===== config.mk =====
export PLATFORM = sky130hd
export DESIGN_NAME = device_config_word_decoder
export DESIGN_NICKNAME = d
export VERILOG_FILES = /design/src/pkg/cfg_word_pkg.sv /design/src/rtl/protect_limit_calc.sv /design/src/rtl/pin_pair_decode.sv /design/src/rtl/device_config_word_decoder.sv
export SDC_FILE = /design/constraint.sdc
export NUM_CORES = 1
export LEC_CHECK = 0
export ABC_AREA = 1
export BUFFER_PORTS_ARGS = -buffer_cell sky130_fd_sc_hd__buf_2
export CAP_MARGIN = 20
export CORE_MARGIN = 10
export CORE_UTILIZATION = 42
export DETAILED_ROUTE_END_ITERATION = 10
export GPL_TIMING_DRIVEN = 0
export HOLD_SLACK_MARGIN = 0.08
export MAX_ROUTING_LAYER = met4
export PLACE_DENSITY = 0.9
export SYNTH_ARGS = -nofsm -noshare
export SYNTH_HDL_FRONTEND = slang
export SYNTH_SLANG_ARGS = --single-unit

===== constraint.sdc =====
create_clock -name core_clk_i -period 1.7 [get_ports core_clk_i]
set_input_delay 0.085 -clock core_clk_i [delete_from_list [all_inputs] [get_ports core_clk_i]]
set_output_delay 0.085 -clock core_clk_i [all_outputs]
set_load 0.02 [all_outputs]

===== src/pkg/cfg_word_pkg.sv =====
// Constants and carrier types for the configuration word decoder
package cfg_word_pkg;

    // Field layout of the configuration word
    localparam int CFG_WORD_W     = 32;
    localparam int PROT_LSB       = 10;
    localparam int PROT_W         = 9;
    localparam int PROT_SMALL_W   = 7;
    localparam int CHSEL_LSB      = 3;
    localparam int CHSEL_W        = 2;
    localparam int SCAN_BIT       = 2;
    localparam int DBGEN_LSB      = 0;
    localparam int DBGEN_W        = 2;
    localparam int RESV_LSB       = 5;
    localparam int RESV_W         = 5;

    // Protection step of 0x400 bytes
    localparam int PAGE_SHIFT     = 10;

    // Forced debugger field under code protection
    localparam logic [1:0] DBGEN_FORCED = 2'h3;

    // Debug channel codes
    localparam logic [1:0] CHSEL_PAIR1 = 2'h3;
    localparam logic [1:0] CHSEL_PAIR2 = 2'h2;
    localparam logic [1:0] CHSEL_PAIR3 = 2'h1;
    localparam logic [1:0] CHSEL_PAIR4 = 2'h0;

    // Register byte offsets
    localparam int BUS_ADDR_W = 4;
    localparam logic [3:0] OFS_CFG_WORD  = 4'h0;
    localparam logic [3:0] OFS_RT_CTRL   = 4'h4;
    localparam logic [3:0] OFS_STATUS    = 4'h8;
    localparam logic [3:0] OFS_LIMIT     = 4'hc;

    // Register bit positions
    localparam int RT_SCAN_BIT     = 0;
    localparam int ST_LOADED_BIT   = 0;
    localparam int ST_BLOCKED_BIT  = 1;
    localparam int ST_CPROT_BIT    = 2;
    localparam int ST_DISABLED_BIT = 3;
    localparam int ST_ALL_BIT      = 4;

    // Reset values
    localparam logic [31:0] RST_CFG_WORD = 32'hffffffff;
    localparam logic [31:0] RST_RDATA    = 32'h00000000;

    typedef struct packed {
        logic                  read;
        logic                  write;
        logic [BUS_ADDR_W-1:0] address;
        logic [31:0]           writedata;
        logic [3:0]            byteenable;
    } avs_req_type;

    typedef struct packed {
        logic [PROT_W-1:0]  prot;
        logic [CHSEL_W-1:0] chsel;
        logic               scan;
        logic [DBGEN_W-1:0] dbgen;
    } cfg_fields_type;

endpackage


===== src/rtl/protect_limit_calc.sv =====
// Converts the write-protect field into a protected address limit
`timescale 1ns/1ps
`default_nettype none
module protect_limit_calc
#(
    parameter int ADDR_W = 20
)
(
    input  wire logic [cfg_word_pkg::PROT_W-1:0] field_i,
    output logic                                 disabled_o,
    output logic                                 all_o,
    output logic [ADDR_W-1:0]                    limit_o
);
    import cfg_word_pkg::*;

    localparam int LIM_W = PROT_W + PAGE_SHIFT;

    initial
    begin
        if (ADDR_W < LIM_W)
            $error("ADDR_W too small for protect limit");
    end

    logic [LIM_W-1:0] raw_limit;

    always_comb
    begin
        disabled_o = &field_i;
        all_o      = ~|field_i;
        // One page per step below all ones
        raw_limit  = {~field_i, {PAGE_SHIFT{1'b0}}};
        limit_o    = {{(ADDR_W-LIM_W){1'b0}}, raw_limit};
    end
endmodule
`default_nettype wire


===== src/rtl/pin_pair_decode.sv =====
// Decodes the debug channel select code into a one-hot pin pair choice, all zeros for pair 4 when it is not bonded
`timescale 1ns/1ps
`default_nettype none
module pin_pair_decode
(
    input  wire logic [cfg_word_pkg::CHSEL_W-1:0] code_i,
    input  wire logic                             pair4_bonded_i,
    output logic [3:0]                            pair_o
);
    import cfg_word_pkg::*;

    always_comb
    begin
        case (code_i)
            CHSEL_PAIR1: pair_o = 4'h1;
            CHSEL_PAIR2: pair_o = 4'h2;
            CHSEL_PAIR3: pair_o = 4'h4;
            CHSEL_PAIR4: pair_o = pair4_bonded_i ? 4'h8 : 4'h0;
            default:     pair_o = 4'h0;
        endcase
    end
endmodule
`default_nettype wire


===== src/rtl/device_config_word_decoder.sv =====
// Configuration word decoder with flash write guard and register slave
//
// Summary of operation
// - Bits 18..10 hold the flash protect field; all ones means no protection.
// - Each step below all ones protects one more 0x400 byte page upward.
// - Field all zeros protects the whole program flash.
// - Flash writes into the protected region are blocked during execution.
// - Protect bits 8 and 7 exist only on the largest flash variant.
// - Bits 4..3 pick debug pin pair: 11=1, 10=2, 01=3, 00=4.
// - Bit 2 supplies the scan enable bit of the runtime control register.
// - Debugger disabled when bit 1 is one, enabled when zero; bit 0 ignored.
// - Code protection forces the debugger field to 11, disabling it.
//
// The implementer's own choices: the register addresses and the Avalon-MM slave port.
`timescale 1ns/1ps
`default_nettype none
module device_config_word_decoder
    import cfg_word_pkg::*;
#(
    parameter int   ADDR_W       = 20,
    parameter logic LARGE_FLASH  = 1'b1,
    parameter logic PAIR4_BONDED = 1'b1
)
(
    input  wire logic                        core_clk_i,
    input  wire logic                        rst_n_i,
    // Nonvolatile configuration word and code protect state
    input  wire logic [CFG_WORD_W-1:0]       cfg_word_i,
    input  wire logic                        code_protect_i,
    // Flash write check from the flash controller
    input  wire logic                        flash_wr_valid_i,
    input  wire logic [ADDR_W-1:0]           flash_wr_addr_i,
    output logic                             flash_wr_allow_o,
    // Decoded controls
    output logic [3:0]                       debug_pair_sel_o,
    output logic                             scan_port_enable_o,
    output logic                             debug_enable_o,
    output logic                             cfg_loaded_o,
    // Avalon-MM slave
    input  wire cfg_word_pkg::avs_req_type   avs_req_i,
    output logic [31:0]                      avs_readdata_o,
    output logic                             avs_waitrequest_o
);

    initial
    begin
        if (ADDR_W < PROT_W + PAGE_SHIFT || ADDR_W > 32)
            $error("ADDR_W out of range");
    end

    typedef struct packed {
        logic           loaded;
        cfg_fields_type cfg;
        logic           cprot;
        logic           scan_en;
        logic           blocked;
        logic           ack;
        logic [31:0]    rdata;
    } state_type;

    state_type state_q;
    state_type state_d;

    logic [PROT_W-1:0] prot_eff;
    logic              prot_disabled;
    logic              prot_all;
    logic [ADDR_W-1:0] prot_limit;
    logic [3:0]        pair_sel;
    logic              in_region;
    logic              wr_block;
    logic              bus_req;
    logic              bus_fire;
    logic [31:0]       cfg_view;
    logic [31:0]       rt_view;
    logic [31:0]       st_view;
    logic [31:0]       lim_view;
    logic [31:0]       rd_mux;
    logic [31:0]       wmask;
    logic [31:0]       rt_new;

    // Small variants have no upper protect bits; they act as ones
    generate
        if (LARGE_FLASH)
        begin : g_large
            assign prot_eff = state_q.cfg.prot;
        end
        else
        begin : g_small
            assign prot_eff = {{(PROT_W-PROT_SMALL_W){1'b1}},
                               state_q.cfg.prot[PROT_SMALL_W-1:0]};
        end
    endgenerate

    protect_limit_calc
    #(
        .ADDR_W     (ADDR_W)
    )
    u_limit
    (
        .field_i    (prot_eff),
        .disabled_o (prot_disabled),
        .all_o      (prot_all),
        .limit_o    (prot_limit)
    );

    pin_pair_decode u_pairs
    (
        .code_i         (state_q.cfg.chsel),
        .pair4_bonded_i (PAIR4_BONDED),
        .pair_o         (pair_sel)
    );

    // Until the word is loaded the flash is treated as fully protected
    always_comb
    begin
        in_region = prot_all
                  | (!prot_disabled && (flash_wr_addr_i < prot_limit));
        wr_block  = flash_wr_valid_i
                  & (~state_q.loaded | in_region);
    end

    assign flash_wr_allow_o = flash_wr_valid_i & ~wr_block;

    // Bus: one wait cycle, answer on the second cycle of each request
    always_comb
    begin
        bus_req  = avs_req_i.read | avs_req_i.write;
        bus_fire = bus_req & state_q.ack;
    end

    assign avs_waitrequest_o = bus_req & ~state_q.ack;

    always_comb
    begin
        cfg_view = RST_RDATA;
        cfg_view[PROT_LSB +: PROT_W]   = prot_eff;
        cfg_view[RESV_LSB +: RESV_W]   = {RESV_W{1'b1}};
        cfg_view[CHSEL_LSB +: CHSEL_W] = state_q.cfg.chsel;
        cfg_view[SCAN_BIT]             = state_q.cfg.scan;
        cfg_view[DBGEN_LSB +: DBGEN_W] = state_q.cfg.dbgen;

        rt_view = RST_RDATA;
        rt_view[RT_SCAN_BIT] = state_q.scan_en;

        st_view = RST_RDATA;
        st_view[ST_LOADED_BIT]   = state_q.loaded;
        st_view[ST_BLOCKED_BIT]  = state_q.blocked;
        st_view[ST_CPROT_BIT]    = state_q.cprot;
        st_view[ST_DISABLED_BIT] = prot_disabled;
        st_view[ST_ALL_BIT]      = prot_all;

        lim_view = RST_RDATA;
        lim_view[ADDR_W-1:0] = prot_limit;

        case (avs_req_i.address)
            OFS_CFG_WORD: rd_mux = cfg_view;
            OFS_RT_CTRL:  rd_mux = rt_view;
            OFS_STATUS:   rd_mux = st_view;
            OFS_LIMIT:    rd_mux = lim_view;
            default:      rd_mux = RST_RDATA;
        endcase

        for (int i = 0; i < 4; i++)
        begin
            wmask[i*8 +: 8] = {8{avs_req_i.byteenable[i]}};
        end
        rt_new = (rt_view & ~wmask) | (avs_req_i.writedata & wmask);
    end

    always_comb
    begin
        state_d = state_q;

        // Capture once, on the first edge after reset release
        if (!state_q.loaded)
        begin
            state_d.loaded    = 1'b1;
            state_d.cfg.prot  = cfg_word_i[PROT_LSB +: PROT_W];
            state_d.cfg.chsel = cfg_word_i[CHSEL_LSB +: CHSEL_W];
            state_d.cfg.scan  = cfg_word_i[SCAN_BIT];
            state_d.scan_en   = cfg_word_i[SCAN_BIT];
            state_d.cprot     = code_protect_i;
            if (code_protect_i)
            begin
                state_d.cfg.dbgen = DBGEN_FORCED;
            end
            else
            begin
                state_d.cfg.dbgen = cfg_word_i[DBGEN_LSB +: DBGEN_W];
            end
        end

        // Bus answer and register writes
        state_d.ack = bus_req & ~state_q.ack;
        if (bus_req && !state_q.ack && avs_req_i.read)
        begin
            state_d.rdata = rd_mux;
        end

        if (bus_fire && avs_req_i.write)
        begin
            case (avs_req_i.address)
                OFS_RT_CTRL:
                begin
                    state_d.scan_en = rt_new[RT_SCAN_BIT];
                end
                OFS_STATUS:
                begin
                    if (avs_req_i.byteenable[0]
                        && avs_req_i.writedata[ST_BLOCKED_BIT])
                    begin
                        state_d.blocked = 1'b0;
                    end
                end
                default:
                begin
                    state_d.blocked = state_q.blocked;
                end
            endcase
        end

        // A new block wins over a clear in the same cycle
        if (wr_block)
        begin
            state_d.blocked = 1'b1;
        end
    end

    always_ff @(posedge core_clk_i)
    begin
        if (!rst_n_i)
        begin
            state_q.loaded    <= 1'b0;
            state_q.cfg       <= RST_CFG_WORD[$bits(cfg_fields_type)-1:0];
            state_q.cprot     <= 1'b0;
            state_q.scan_en   <= 1'b0;
            state_q.blocked   <= 1'b0;
            state_q.ack       <= 1'b0;
            state_q.rdata     <= RST_RDATA;
        end
        else
        begin
            state_q <= state_d;
        end
    end

    // Controls stay off until the word has been captured
    assign debug_pair_sel_o   = state_q.loaded ? pair_sel : 4'h0;
    assign scan_port_enable_o = state_q.loaded & state_q.scan_en;
    assign debug_enable_o     = state_q.loaded
                              & ~state_q.cfg.dbgen[1];
    assign cfg_loaded_o       = state_q.loaded;
    assign avs_readdata_o     = state_q.rdata;

endmodule
`default_nettype wire


==> results of run 1 <==
sequential cells by signal, summed over array words and instances, names as in the netlist, named ones only:
signal	count
cfg_loaded_o	1
avs_readdata_o	15
state_q	1
cfg_view	5
st_view	2
prot_eff	9
synth_stat cells (all sizes together):
library cell	number	area, sq um
a22o	1	8.760
o211ai	29	262.8
a211oi	1	7.510
o22ai	2	12.51
a21oi	9	45.04
inv	41	153.9
conb	1	3.750
nand2	62	237.7
nand4	1	6.260
nor3	5	30.03
dfxtp	34	680.7
ha	8	100.1
buf	39	290.3
nor2	20	100.1
o21ai	7	35.03
clkbuf	1	3.750
a31oi	1	6.260
o21a	1	7.510
nand3	8	45.04
worst max-delay path, cell delays in order, from the launching register on:
cell and delay, ns:
dfxtp_4 0.36, ha_4 0.28, nand2_4 0.05, nor3_4 0.18, nand3_1 0.09, nand3_1 0.08, nand2_1 0.07, nor2_1 0.11
buf_4 0.15
report_power, final:
group	leakage [nW]	switching, W	internal [W]
sequential	0.280	0.0000392	0.000847
clock	0.0383	0.000265	0.000281
combinational	1.19	0.000282	0.000232
worst paths after layout:
kind / cells after the start / from / end
setup reg to reg: 9 / prot_eff[8] / st_view[1]
hold / removal: 3 / flash_wr_valid_i / st_view[1]
hold reg to reg: 2 / avs_readdata_o[0] / avs_readdata_o[0]
setup / recovery: 8 / prot_eff[8] / flash_wr_allow_o
area by class of cell:
type                       instances  share of cell area, %
timing repair buffer              80                  17.17
inverter                          41                  5.528
tap                               67                  3.011
multi-input combinational        168                  36.27
buffer                            40                  10.56
sequential                        34                  24.72
clock buffer                       7                  2.742
per-stage QoR:
step / setup WS, ns / TNS [ns] / utilization (%)
2_1_floorplan: 0.2891 / 0 / -
3_3_place_gp: 0.2430 / 0 / 52.64
3_5_place_dp: 0.2229 / 0 / 52.64
4_1_cts: 0.00006506 / 0 / 57.43
5_1_grt: -0.1347 / -0.1347 / 58.94
6_report: -0.01928 / -0.01928 / 58.94
logic make-up (layout without fill, tap and decap cells):
logic type / after synthesis / after routing / synth area share, %
other: 1 / 13 / 0.1841
adder cells (fa/ha/maj): 8 / 8 / 4.914
buffers and inverters: 81 / 168 / 21.99
flip-flops: 34 / 34 / 33.42
AND/OR/NAND/NOR: 96 / 96 / 20.58
AO/OA/AOI/OAI: 51 / 51 / 18.92
routing by layer:
| layer | share of wire, % | routed length [microns] | track usage (%) |
|---|---|---|---|
| met5 | 0 | 0 | - |
| met4 | 2.0 | 113 | 5.636 |
| met3 | 7.5 | 423 | 3.610 |
| met2 | 48 | 2721 | 24.60 |
| met1 | 42 | 2404 | 16.47 |
what timing repair did:
item | in CTS | in global routing
endpoints found under the setup margin | 1 | 1
buffers inserted | 0 | 2
hold buffers | 14 | 0
pin swaps | 0 | 4
gates resized for setup | 4 | 9
endpoints found under the hold margin | 14 | 0
==> impl_results.md, run 1 <==
- Status: finished, violations left
- Violated checks: negative setup slack
- CP arrival: 1.63 ns
- Kind of start point of the critical path: flip-flop
- Worst Setup End Kind: output port
- Num rows: 25
- Power Density: ~700 mW/mm^2
- Final Hold Viols: 0
- Worst hold slack: a little under 0.09 ns
- Max Cap Viol: 0
- Longest Clk Path Bufs: 2
- Most frequent cells in the layout: buf_2 (67), nand2_1 (59), inv_1 (38), buf_4 (36), dfxtp_1 (30)
- Final setup violation count: 1
- Clock Latency Late Sink: ~0.29 ns
- Average size of a mapped cell: 7.516 sq um
- Layout Cell Area excl Fill: 0.002784 sq mm
- GP Congestion: between 0.8 and 0.9
- CP max FO: 2
- Drt drc: 0
- Data required, critical path: between 1.5 and 2 ns
- Filler cells: 434
- R2r setup slk: approximately 0.24 ns
- Clock slew at reported path FFs: 0.06 ns
- Largest net degree at the start of global routing: 11
- Initial antenna violation count: 0
- Commonest non-fill, non-tap cell in the layout: buf_2
- Total gr overflow: 0
- CTS tree: yes
- Synth-to-Final Area Change: 36.67%
- Antenna Cells: 0
- First-pass GRT wire length: between 9000 and 10000 microns
- Core Area: ~0.0047 sq mm
- Die width: about 90 microns
- Via count: 1997
- Fin crit period: about 1.7 ns
- RSZ-0062 raised after global routing: true
- Max IR drop VDD: 0.0003365 V
- Hold crit path type: input pin to flip-flop
- Yosys reg bits: 34
- Total GRT Usage: 14.66%
- Mapped Area: between 0.002 and 0.0025 sq mm
- Vias in the first global route: slightly above 2000
- Gate Count Post-Synth: ~270
- Root buf cell: clkbuf_8
- Multi-input logic area: about 0.001 sq mm
- DR pass1 iterations: 4
- Vias per cell: approximately 4.6
- Clock sink total: 34
- Finished Layout Cells: around 440
- Library cells used by synthesis: 29
- Slew Limit Fails: 0
- Final WL: 5662 microns
- Port Buffers: 64
- Initial Util: between 40% and 50%
- Cts bufs inserted: 5
- Placed cell area: about 0.0025 sq mm
- Routed length per instance: approximately 13 microns
- DRT antenna net count: 0
- Die footprint: 0.008035 sq mm
- Share of layout cells above drive strength 1: 37.57%
- IO Count: ~140
- Nets: 476
- Register Area: 688.2 sq um
- Setup ws final: -0.01928 ns
- Clock Skews: 0.005894 ns
- Power, Total: ~0.0019 W
- H-tree levels: 2
- Yosys warnings: 0
- Final period util: 101.1%
- Placed Instances: 414
- Dpl hpwl: between 4000 and 5000 microns
- CP Class: flip-flop to output port
- LEAKAGE: ~1.5 nW
- Fmax: just under 600 MHz
- Die extent in y: around 90 microns
- Sequential share of the synthesized area: approximately a third
- Initial DRC count: 124
(Power assumes the default switching activity.)
==> run 2, diff against run 1 <==
- REMOVE_ABC_BUFFERS: not set -> 1
- SKIP_CTS_REPAIR_TIMING: not set -> 1
==> impl_results.md, run 2 (synthesis gave the netlist of run 1 again) <==
- Violated checks: negative setup slack (unchanged)
- Clock power frac: 29.2% (was 28.0%)
- Initial Util: 43.13% (unchanged)
- Seq pwr share: 47.5% (was 45.5%)
- Via count: 1824 (was 1997)
- Placed cell area: 0.002192 sq mm (was 0.002486 sq mm)
- Finished Layout Cells: 394 (was 437)
- Most used routing layer: met2 (unchanged)
- Max IR drop VDD: 0.0003449 V (was 0.0003365 V)
- DRT antenna net count: 0 (unchanged)
- Nets: 433 (was 476)
- Die extent in y: 89.64 microns (unchanged)
- Hold crit path type: input pin to flip-flop (unchanged)
- Most frequent cells in the layout: buf_2 (63), nand2_1 (58), inv_1 (37), dfxtp_1 (30), o211ai_1 (20) (was buf_2 (67), nand2_1 (59), inv_1 (38), buf_4 (36), dfxtp_1 (30))
- RSZ-0062 raised after global routing: true (unchanged)
- Routed length per instance: 13.40 microns (was 12.96 microns)
- Final period util: 100.5% (was 101.1%)
- LEAKAGE: 1.283 nW (was 1.506 nW)
- Kind of start point of the critical path: flip-flop (unchanged)
- Internal: 0.001297 W (was 0.001361 W)
- First-pass GRT wire length: 7714 microns (was 9087 microns)
- Share of layout cells above drive strength 1: 31.50% (was 37.57%)
- Largest net degree at the start of global routing: 28 (was 11)
- Port Buffers: 64 (unchanged)
- Layout Cell Area excl Fill: 0.002479 sq mm (was 0.002784 sq mm)
- Initial DRC count: 151 (was 124)
- CP arrival: 1.62 ns (was 1.63 ns)
- Worst Setup End Kind: output port (unchanged)
- Filler cells: 438 (was 434)
- Power Density: 752.4 mW/mm^2 (was 699.3 mW/mm^2)
- Worst R2R Path Depth: 10 (was 9)
- Dpl hpwl: 4028 microns (was 4310 microns)
- Critical Path Source: prot_eff[6] (was prot_eff[8])
- Final Hold Viols: 0 (unchanged)
- Cts bufs inserted: 5 (unchanged)
- DR pass1 iterations: 4 (unchanged)
- Synth-to-Final Area Change: 21.68% (was 36.67%)
- Vias in the first global route: 1745 (was 2051)
- Total GRT Usage: 12.57% (was 14.66%)
- Final setup violation count: 1 (unchanged)
- Final Util: 52.48% (was 58.94%)
- R2r setup slk: 0.29 ns (was 0.24 ns)
- Slew Limit Fails: 0 (unchanged)
- Data required, critical path: 1.62 ns (about the same)
- CTS tree: yes (unchanged)
- Fmax: 585.3 MHz (was 581.6 MHz)
- Reg2reg end: st_view[1] (unchanged)
- Sw Share: 30.48% (was 30.11%)
- Vias per cell: 4.629 (was 4.570)
- CP endpoint: flash_wr_allow_o (unchanged)
- Placed Instances: 374 (was 414)
- GP Congestion: 0.7859 (was 0.8282)
- Total gr overflow: 0 (unchanged)
- Fin crit period: 1.709 ns (was 1.719 ns)
- Initial antenna violation count: 0 (unchanged)
- Rel. slew slack: between 50% and 60%
- NetSw: 0.0005685 W (was 0.0005862 W)
- Combinational fraction of design power: 23.3% (was 26.4%)
- Die width: 89.64 microns (unchanged)
- Antenna Cells: 0 (unchanged)
- Drt drc: 0 (unchanged)
- M1 GR Usage: 13.35% (was 16.47%)
- Clock sink total: 34 (unchanged)
- Die footprint: 0.008035 sq mm (unchanged)
- Setup TNS: -0.008559 ns (was -0.01928 ns)
- Met2 Use GR: 21.64% (was 24.60%)
- Clock Latency Late Sink: 0.28 ns (was 0.29 ns)
- H-tree levels: 2 (unchanged)
- CP max FO: 4 (was 2)
- Max Cap Viol: 0 (unchanged)
- IO Count: 139 (unchanged)
- Final WL: 5281 microns (was 5662 microns)
- Origin of the critical flop-to-flop path: prot_eff[7] (was prot_eff[8])
- Worst-Margin Slew: about 0.65 ns
- Longest Clk Path Bufs: 2 (unchanged)
- Commonest non-fill, non-tap cell in the layout: buf_2 (unchanged)
- Setup ws final: -0.008559 ns (was -0.01928 ns)
- Core Area: 0.004723 sq mm (unchanged)
- Num rows: 25 (unchanged)
- Root buf cell: clkbuf_8 (unchanged)
- Clock Skews: 0.005213 ns (was 0.005894 ns)
- Clock slew at reported path FFs: 0.06 ns (about the same)
- Status: finished, violations left (unchanged)
- Largest register FFs: 15 (unchanged)
- Power, Total: 0.001865 W (was 0.001947 W)
- WHS Path Cells: 3 (unchanged)
- Global routing met3 resource utilization: 3.520% (was 3.610%)
- CP Class: flip-flop to output port (unchanged)
## run 2: critical path: stages, from the launching register on
cell and delay, ns:
dfxtp_4 0.36, ha_4 0.26, inv_2 0.03, nor3_4 0.20
nand2_1 0.09, nand3_2 0.09, nand2_2 0.06, nor2_2 0.13
buf_6 0.13
## run 2: how the worst min path moves through the flow
stage / startpoint / to / slack, ns
5_1_grt: cfg_word_i[1] / cfg_view[1] / 0.09
3_3_place_gp: cfg_word_i[0] / cfg_view[0] / 0.30
2_1_floorplan: rst_n_i / cfg_loaded_o / 0.11
3_5_place_dp: cfg_word_i[17] / prot_eff[7] / 0.31
4_1_cts: cfg_word_i[17] / prot_eff[7] / 0.02
6_report: cfg_word_i[1] / cfg_view[1] / 0.08
## run 2: final cells by class
cell class	count	area, sq um	area share (%)
Sequential cell	34	688.2	27.76
Clock buffer	7	76.32	3.079
Multi-Input combinational cell	168	1020	41.14
Inverter	41	153.9	6.209
Timing Repair Buffer	77	456.7	18.43
Tap cell	67	83.83	3.382
## run 2: stage by stage
step | setup WS (ns) | hold WS, ns
CTS | -0.1290 | 0.01520
detailed placement | 0.1726 | 0.3066
floorplan | 0.2888 | 0.1127
global route | -0.07815 | 0.08810
finish | -0.008559 | 0.08434
global placement | 0.2312 | 0.2992
## run 2: routing by layer
layer  vias up  wire, microns
met5         -              0
met1       812           2232
li1        950              -
met2        56           2631
met4         0             69
met3         6            347
## run 2: power by group through the flow
stage	clock [W]	sequential [W]	combinational, W
2_1_floorplan	0	0.000926	0.000217
3_3_place_gp	0	0.000896	0.000373
3_5_place_dp	0	0.000899	0.000384
4_1_cts	0.000563	0.000882	0.000386
5_1_grt	0.000595	0.000892	0.000485
6_report	0.000544	0.000886	0.000435
==> run 3, diff against run 2 <==
- CORE_UTILIZATION: 42 -> 47
- PLACE_DENSITY: 0.9 -> 0.91
- SYNTH_HIERARCHICAL: not set -> 1
==> impl_results.md, run 3 <==
- Sequential share of the synthesized area: 27.89% (was 33.42%)
- HP Start: cfg_word_i[1] (unchanged)
- Top_reg_cell synth: dfxtp_1 (unchanged)
- Drt drc: 0 (unchanged)
- Synth-to-Final Area Change: 25.75% (was 21.68%)
- CP Class: flip-flop to output port (unchanged)
- Clock Latency Late Sink: 0.30 ns (was 0.28 ns)
- Crit-path leading delay family: simple AND/OR/NAND/NOR gates (unchanged)
- Root buf cell: clkbuf_8 (unchanged)
- Largest net degree at the start of global routing: 23 (was 28)
- Most frequent cells in the layout: nand2_1 (106), buf_2 (74), inv_1 (47), dfxtp_1 (29), conb_1 (24) (was buf_2 (63), nand2_1 (58), inv_1 (37), dfxtp_1 (30), o211ai_1 (20))
- GP Congestion: 0.8612 (was 0.7859)
- Post-synth top cells: nand2_1 (113), inv_1 (61), buf_4 (43) (was nand2_1 (60), inv_1 (38), dfxtp_1 (34))
- Library cells used by synthesis: 33 (was 29)
- Clock power frac: 28.5% (was 29.2%)
- Average size of a mapped cell: 6.777 sq um (was 7.516 sq um)
- Nets: 610 (was 433)
- Core Area: 0.005851 sq mm (was 0.004723 sq mm)
- Port Buffers: 75 (was 64)
- Power Density: 634.3 mW/mm^2 (was 752.4 mW/mm^2)
- Data required, critical path: 1.62 ns (about the same)
- CP most frequent cell: nand2_2
- Max IR drop VDD: 0.0003683 V (was 0.0003449 V)
- Vias per cell: 4.770 (was 4.629)
- Total GRT Usage: 14.99% (was 12.57%)
- Area contributors post-synth: dfxtp_1 (28%), nand2_1 (15%), buf_4 (12%) (was dfxtp_1 (33%), buf_4 (12%), nand2_1 (11%))
- CTS tree: yes (unchanged)
- Antenna Cells: 0 (unchanged)
- Fmax: 494.2 MHz (was 585.3 MHz)
- Post-synth top area cell: dfxtp_1 (unchanged)
- Initial antenna violation count: 0 (unchanged)
- Share of layout cells above drive strength 1: 36.44% (was 31.50%)
- Routed length per instance: 13.91 microns (was 13.40 microns)
- Status: finished, violations left (unchanged)
- Slew Limit Fails: 0 (unchanged)
- Largest register FFs: 20 (was 15)
- Vias in the first global route: 2602 (was 1745)
- IO Count: 139 (unchanged)
- RSZ-0062 raised after global routing: true (unchanged)
- Via count: 2714 (was 1824)
- Power, Total: 0.002232 W (was 0.001865 W)
- Cell breakdown of the critical path: inv_2 > inv_1 > ha_4 > nand2_2 > nor2_4 > nand2_2 > inv_2 > nand2_1 > nand2_1 > inv_1 > nand3_2 > nand2_2 > nor2_2 > buf_6 (was ha_4 > inv_2 > nor3_4 > nand2_1 > nand3_2 > nand2_2 > nor2_2 > buf_6)
- Mapped Area: 0.002799 sq mm (was 0.002037 sq mm)
- Final period util: 119.0% (was 100.5%)
- Internal: 0.001487 W (was 0.001297 W)
- Critical path's slowest cell: dfxtp_2 (was dfxtp_4)
- Critical path buffer and inverter count: 5 (was 2)
- CP max FO: 3 (was 4)
- Fin crit period: 2.023 ns (was 1.709 ns)
- Hold crit path type: input pin to flip-flop (unchanged)
- Violated checks: negative setup slack (unchanged)
- Layout Cell Area excl Fill: 0.003520 sq mm (was 0.002479 sq mm)
- Yosys reg bits: 39 (was 34)
- DRT antenna net count: 0 (unchanged)
- First-pass GRT wire length: 11760 microns (was 7714 microns)
- Placed cell area: 0.002963 sq mm (was 0.002192 sq mm)
- Max Cap Viol: 0 (unchanged)
- Worst Setup End Kind: output port (unchanged)
- Die width: 97.17 microns (was 89.64 microns)
- Rel. slew slack: 48.57% (was 56.83%)
- Commonest non-fill, non-tap cell in the layout: nand2_1 (was buf_2)
- Final setup violation count: 1 (unchanged)
- Origin of the critical flop-to-flop path: prot_eff[8] (was prot_eff[7])
- Seq pwr share: 44.5% (was 47.5%)
- Post-synth EDFFs: 0 (unchanged)
- Initial DRC count: 114 (was 151)
- Setup ws final: -0.3234 ns (was -0.008559 ns)
- Longest Clk Path Bufs: 2 (unchanged)
- Critical Path Source: prot_eff[8] (was prot_eff[6])
- DR pass1 iterations: 4 (unchanged)
- Sw Share: 33.41% (was 30.48%)
- Num rows: 28 (was 25)
- Clock sink total: 39 (was 34)
- Cts bufs inserted: 5 (unchanged)
- Final Hold Viols: 0 (unchanged)
- FFs w/ async S/R, synth: 0% (unchanged)
- Combinational fraction of design power: 27.0% (was 23.3%)
- Most common cell in the netlist: nand2_1 (unchanged)
- NetSw: 0.0007459 W (was 0.0005685 W)
- Worst path max stage delay: 0.33 ns (was 0.36 ns)
- H-tree levels: 2 (unchanged)
- Yosys top cell area share: 27.89% (was 33.42%)
- Final WL: 7913 microns (was 5281 microns)
- Die extent in y: 97.17 microns (was 89.64 microns)
- Dpl hpwl: 5500 microns (was 4028 microns)
- Total gr overflow: 0 (unchanged)
- Kind of start point of the critical path: flip-flop (unchanged)
- Initial Util: 47.84% (was 43.13%)
- Die footprint: 0.009442 sq mm (was 0.008035 sq mm)
- CP arrival: 1.94 ns (was 1.62 ns)
- Gate Count Post-Synth: 413 (was 271)
- Clock slew at reported path FFs: 0.08 ns (was 0.06 ns)
- Worst-Margin Slew: 0.7706 ns (was 0.6460 ns)
- Clock Skews: 0.002652 ns (was 0.005213 ns)
- LEAKAGE: 1.790 nW (was 1.283 nW)
- Yosys warnings: 6 (was 0)
[run 3: metal layers]
| metal | vias up | wire (microns) | global-route usage, % | part of all wire, % |
|---|---|---|---|---|
| li1 | 1376 | - | - | - |
| met1 | 1222 | 3284 | 17.14 | 42 |
| met2 | 97 | 3949 | 24.28 | 50 |
| met3 | 19 | 477 | 4.694 | 6.0 |
| met4 | 0 | 201 | 4.994 | 2.5 |
| met5 | - | 0 | - | 0 |
[run 3: path summary, 6_finish.rpt]
check,to,slack [ns],cells after the start
setup / recovery,flash_wr_allow_o,-0.32,14
hold / removal,cfg_view[1],0.07,3
setup reg to reg,st_view[1],0.03,14
hold reg to reg,avs_readdata_o[15],0.46,2
[run 3: through the flow]
step | hold WS (ns) | instances | setup TNS (ns) | utilization, % | worst slack, ns
floorplan | 0.1127 | 378 | -0.5372 | - | -0.04602
global placement | 0.2862 | 528 | -13.63 | 50.34 | -0.7228
detailed placement | 0.2920 | 529 | -0.1956 | 50.64 | -0.1136
CTS | -0.02032 | 537 | -0.7773 | 52.16 | -0.4593
global route | 0.09194 | 569 | -0.5325 | 60.16 | -0.4389
finish | 0.07489 | 569 | -0.3234 | 60.16 | -0.3234
[run 3: final cells by class]
| cell class | instances | area (sq um) |
|---|---|---|
| Clock inverter | 3 | 20.02 |
| Inverter | 64 | 246.5 |
| Timing Repair inverter | 1 | 5.005 |
| Clock buffer | 5 | 68.82 |
| Multi-Input combinational cell | 275 | 1605 |
| Fill cell | 529 | 2331 |
| Timing Repair Buffer | 107 | 669.4 |
| Sequential cell | 39 | 810.8 |
| Tap cell | 75 | 93.84 |
[run 3: power by group through the flow]
stage	Combinational (W)	Sequential, W	Clock, W
finish	0.000602	0.000993	0.000637
global route	0.000669	0.000999	0.000692
CTS	0.000457	0.000994	0.000653
detailed placement	0.000454	0.00102	0
global placement	0.000428	0.00101	0
floorplan	0.000283	0.00102	0
[run 3: logic make-up (layout without fill, tap and decap cells)]
family          Yosys count  count (layout)  share of synthesized area, %
mux                       1               1                        0.4023
compound gates           56              56                         12.87
buf+inv                 120             180                         23.02
other cells               3              24                        0.4023
simple gates            175             175                         26.91
fa+ha+maj                19              19                         8.494
flops                    39              39                         27.89
[run 3: worst reg2reg max path, stage by stage (launching register included)]
cell,delay (ns)
dfxtp_2,0.33
inv_2,0.06
inv_1,0.08
ha_4,0.28
nand2_2,0.07
nor2_4,0.12
nand2_2,0.09
inv_2,0.05
nand2_1,0.04
nand2_1,0.06
inv_1,0.05
nand3_2,0.07
nand2_2,0.08
nand2_1,0.08
a21oi_1,0.06
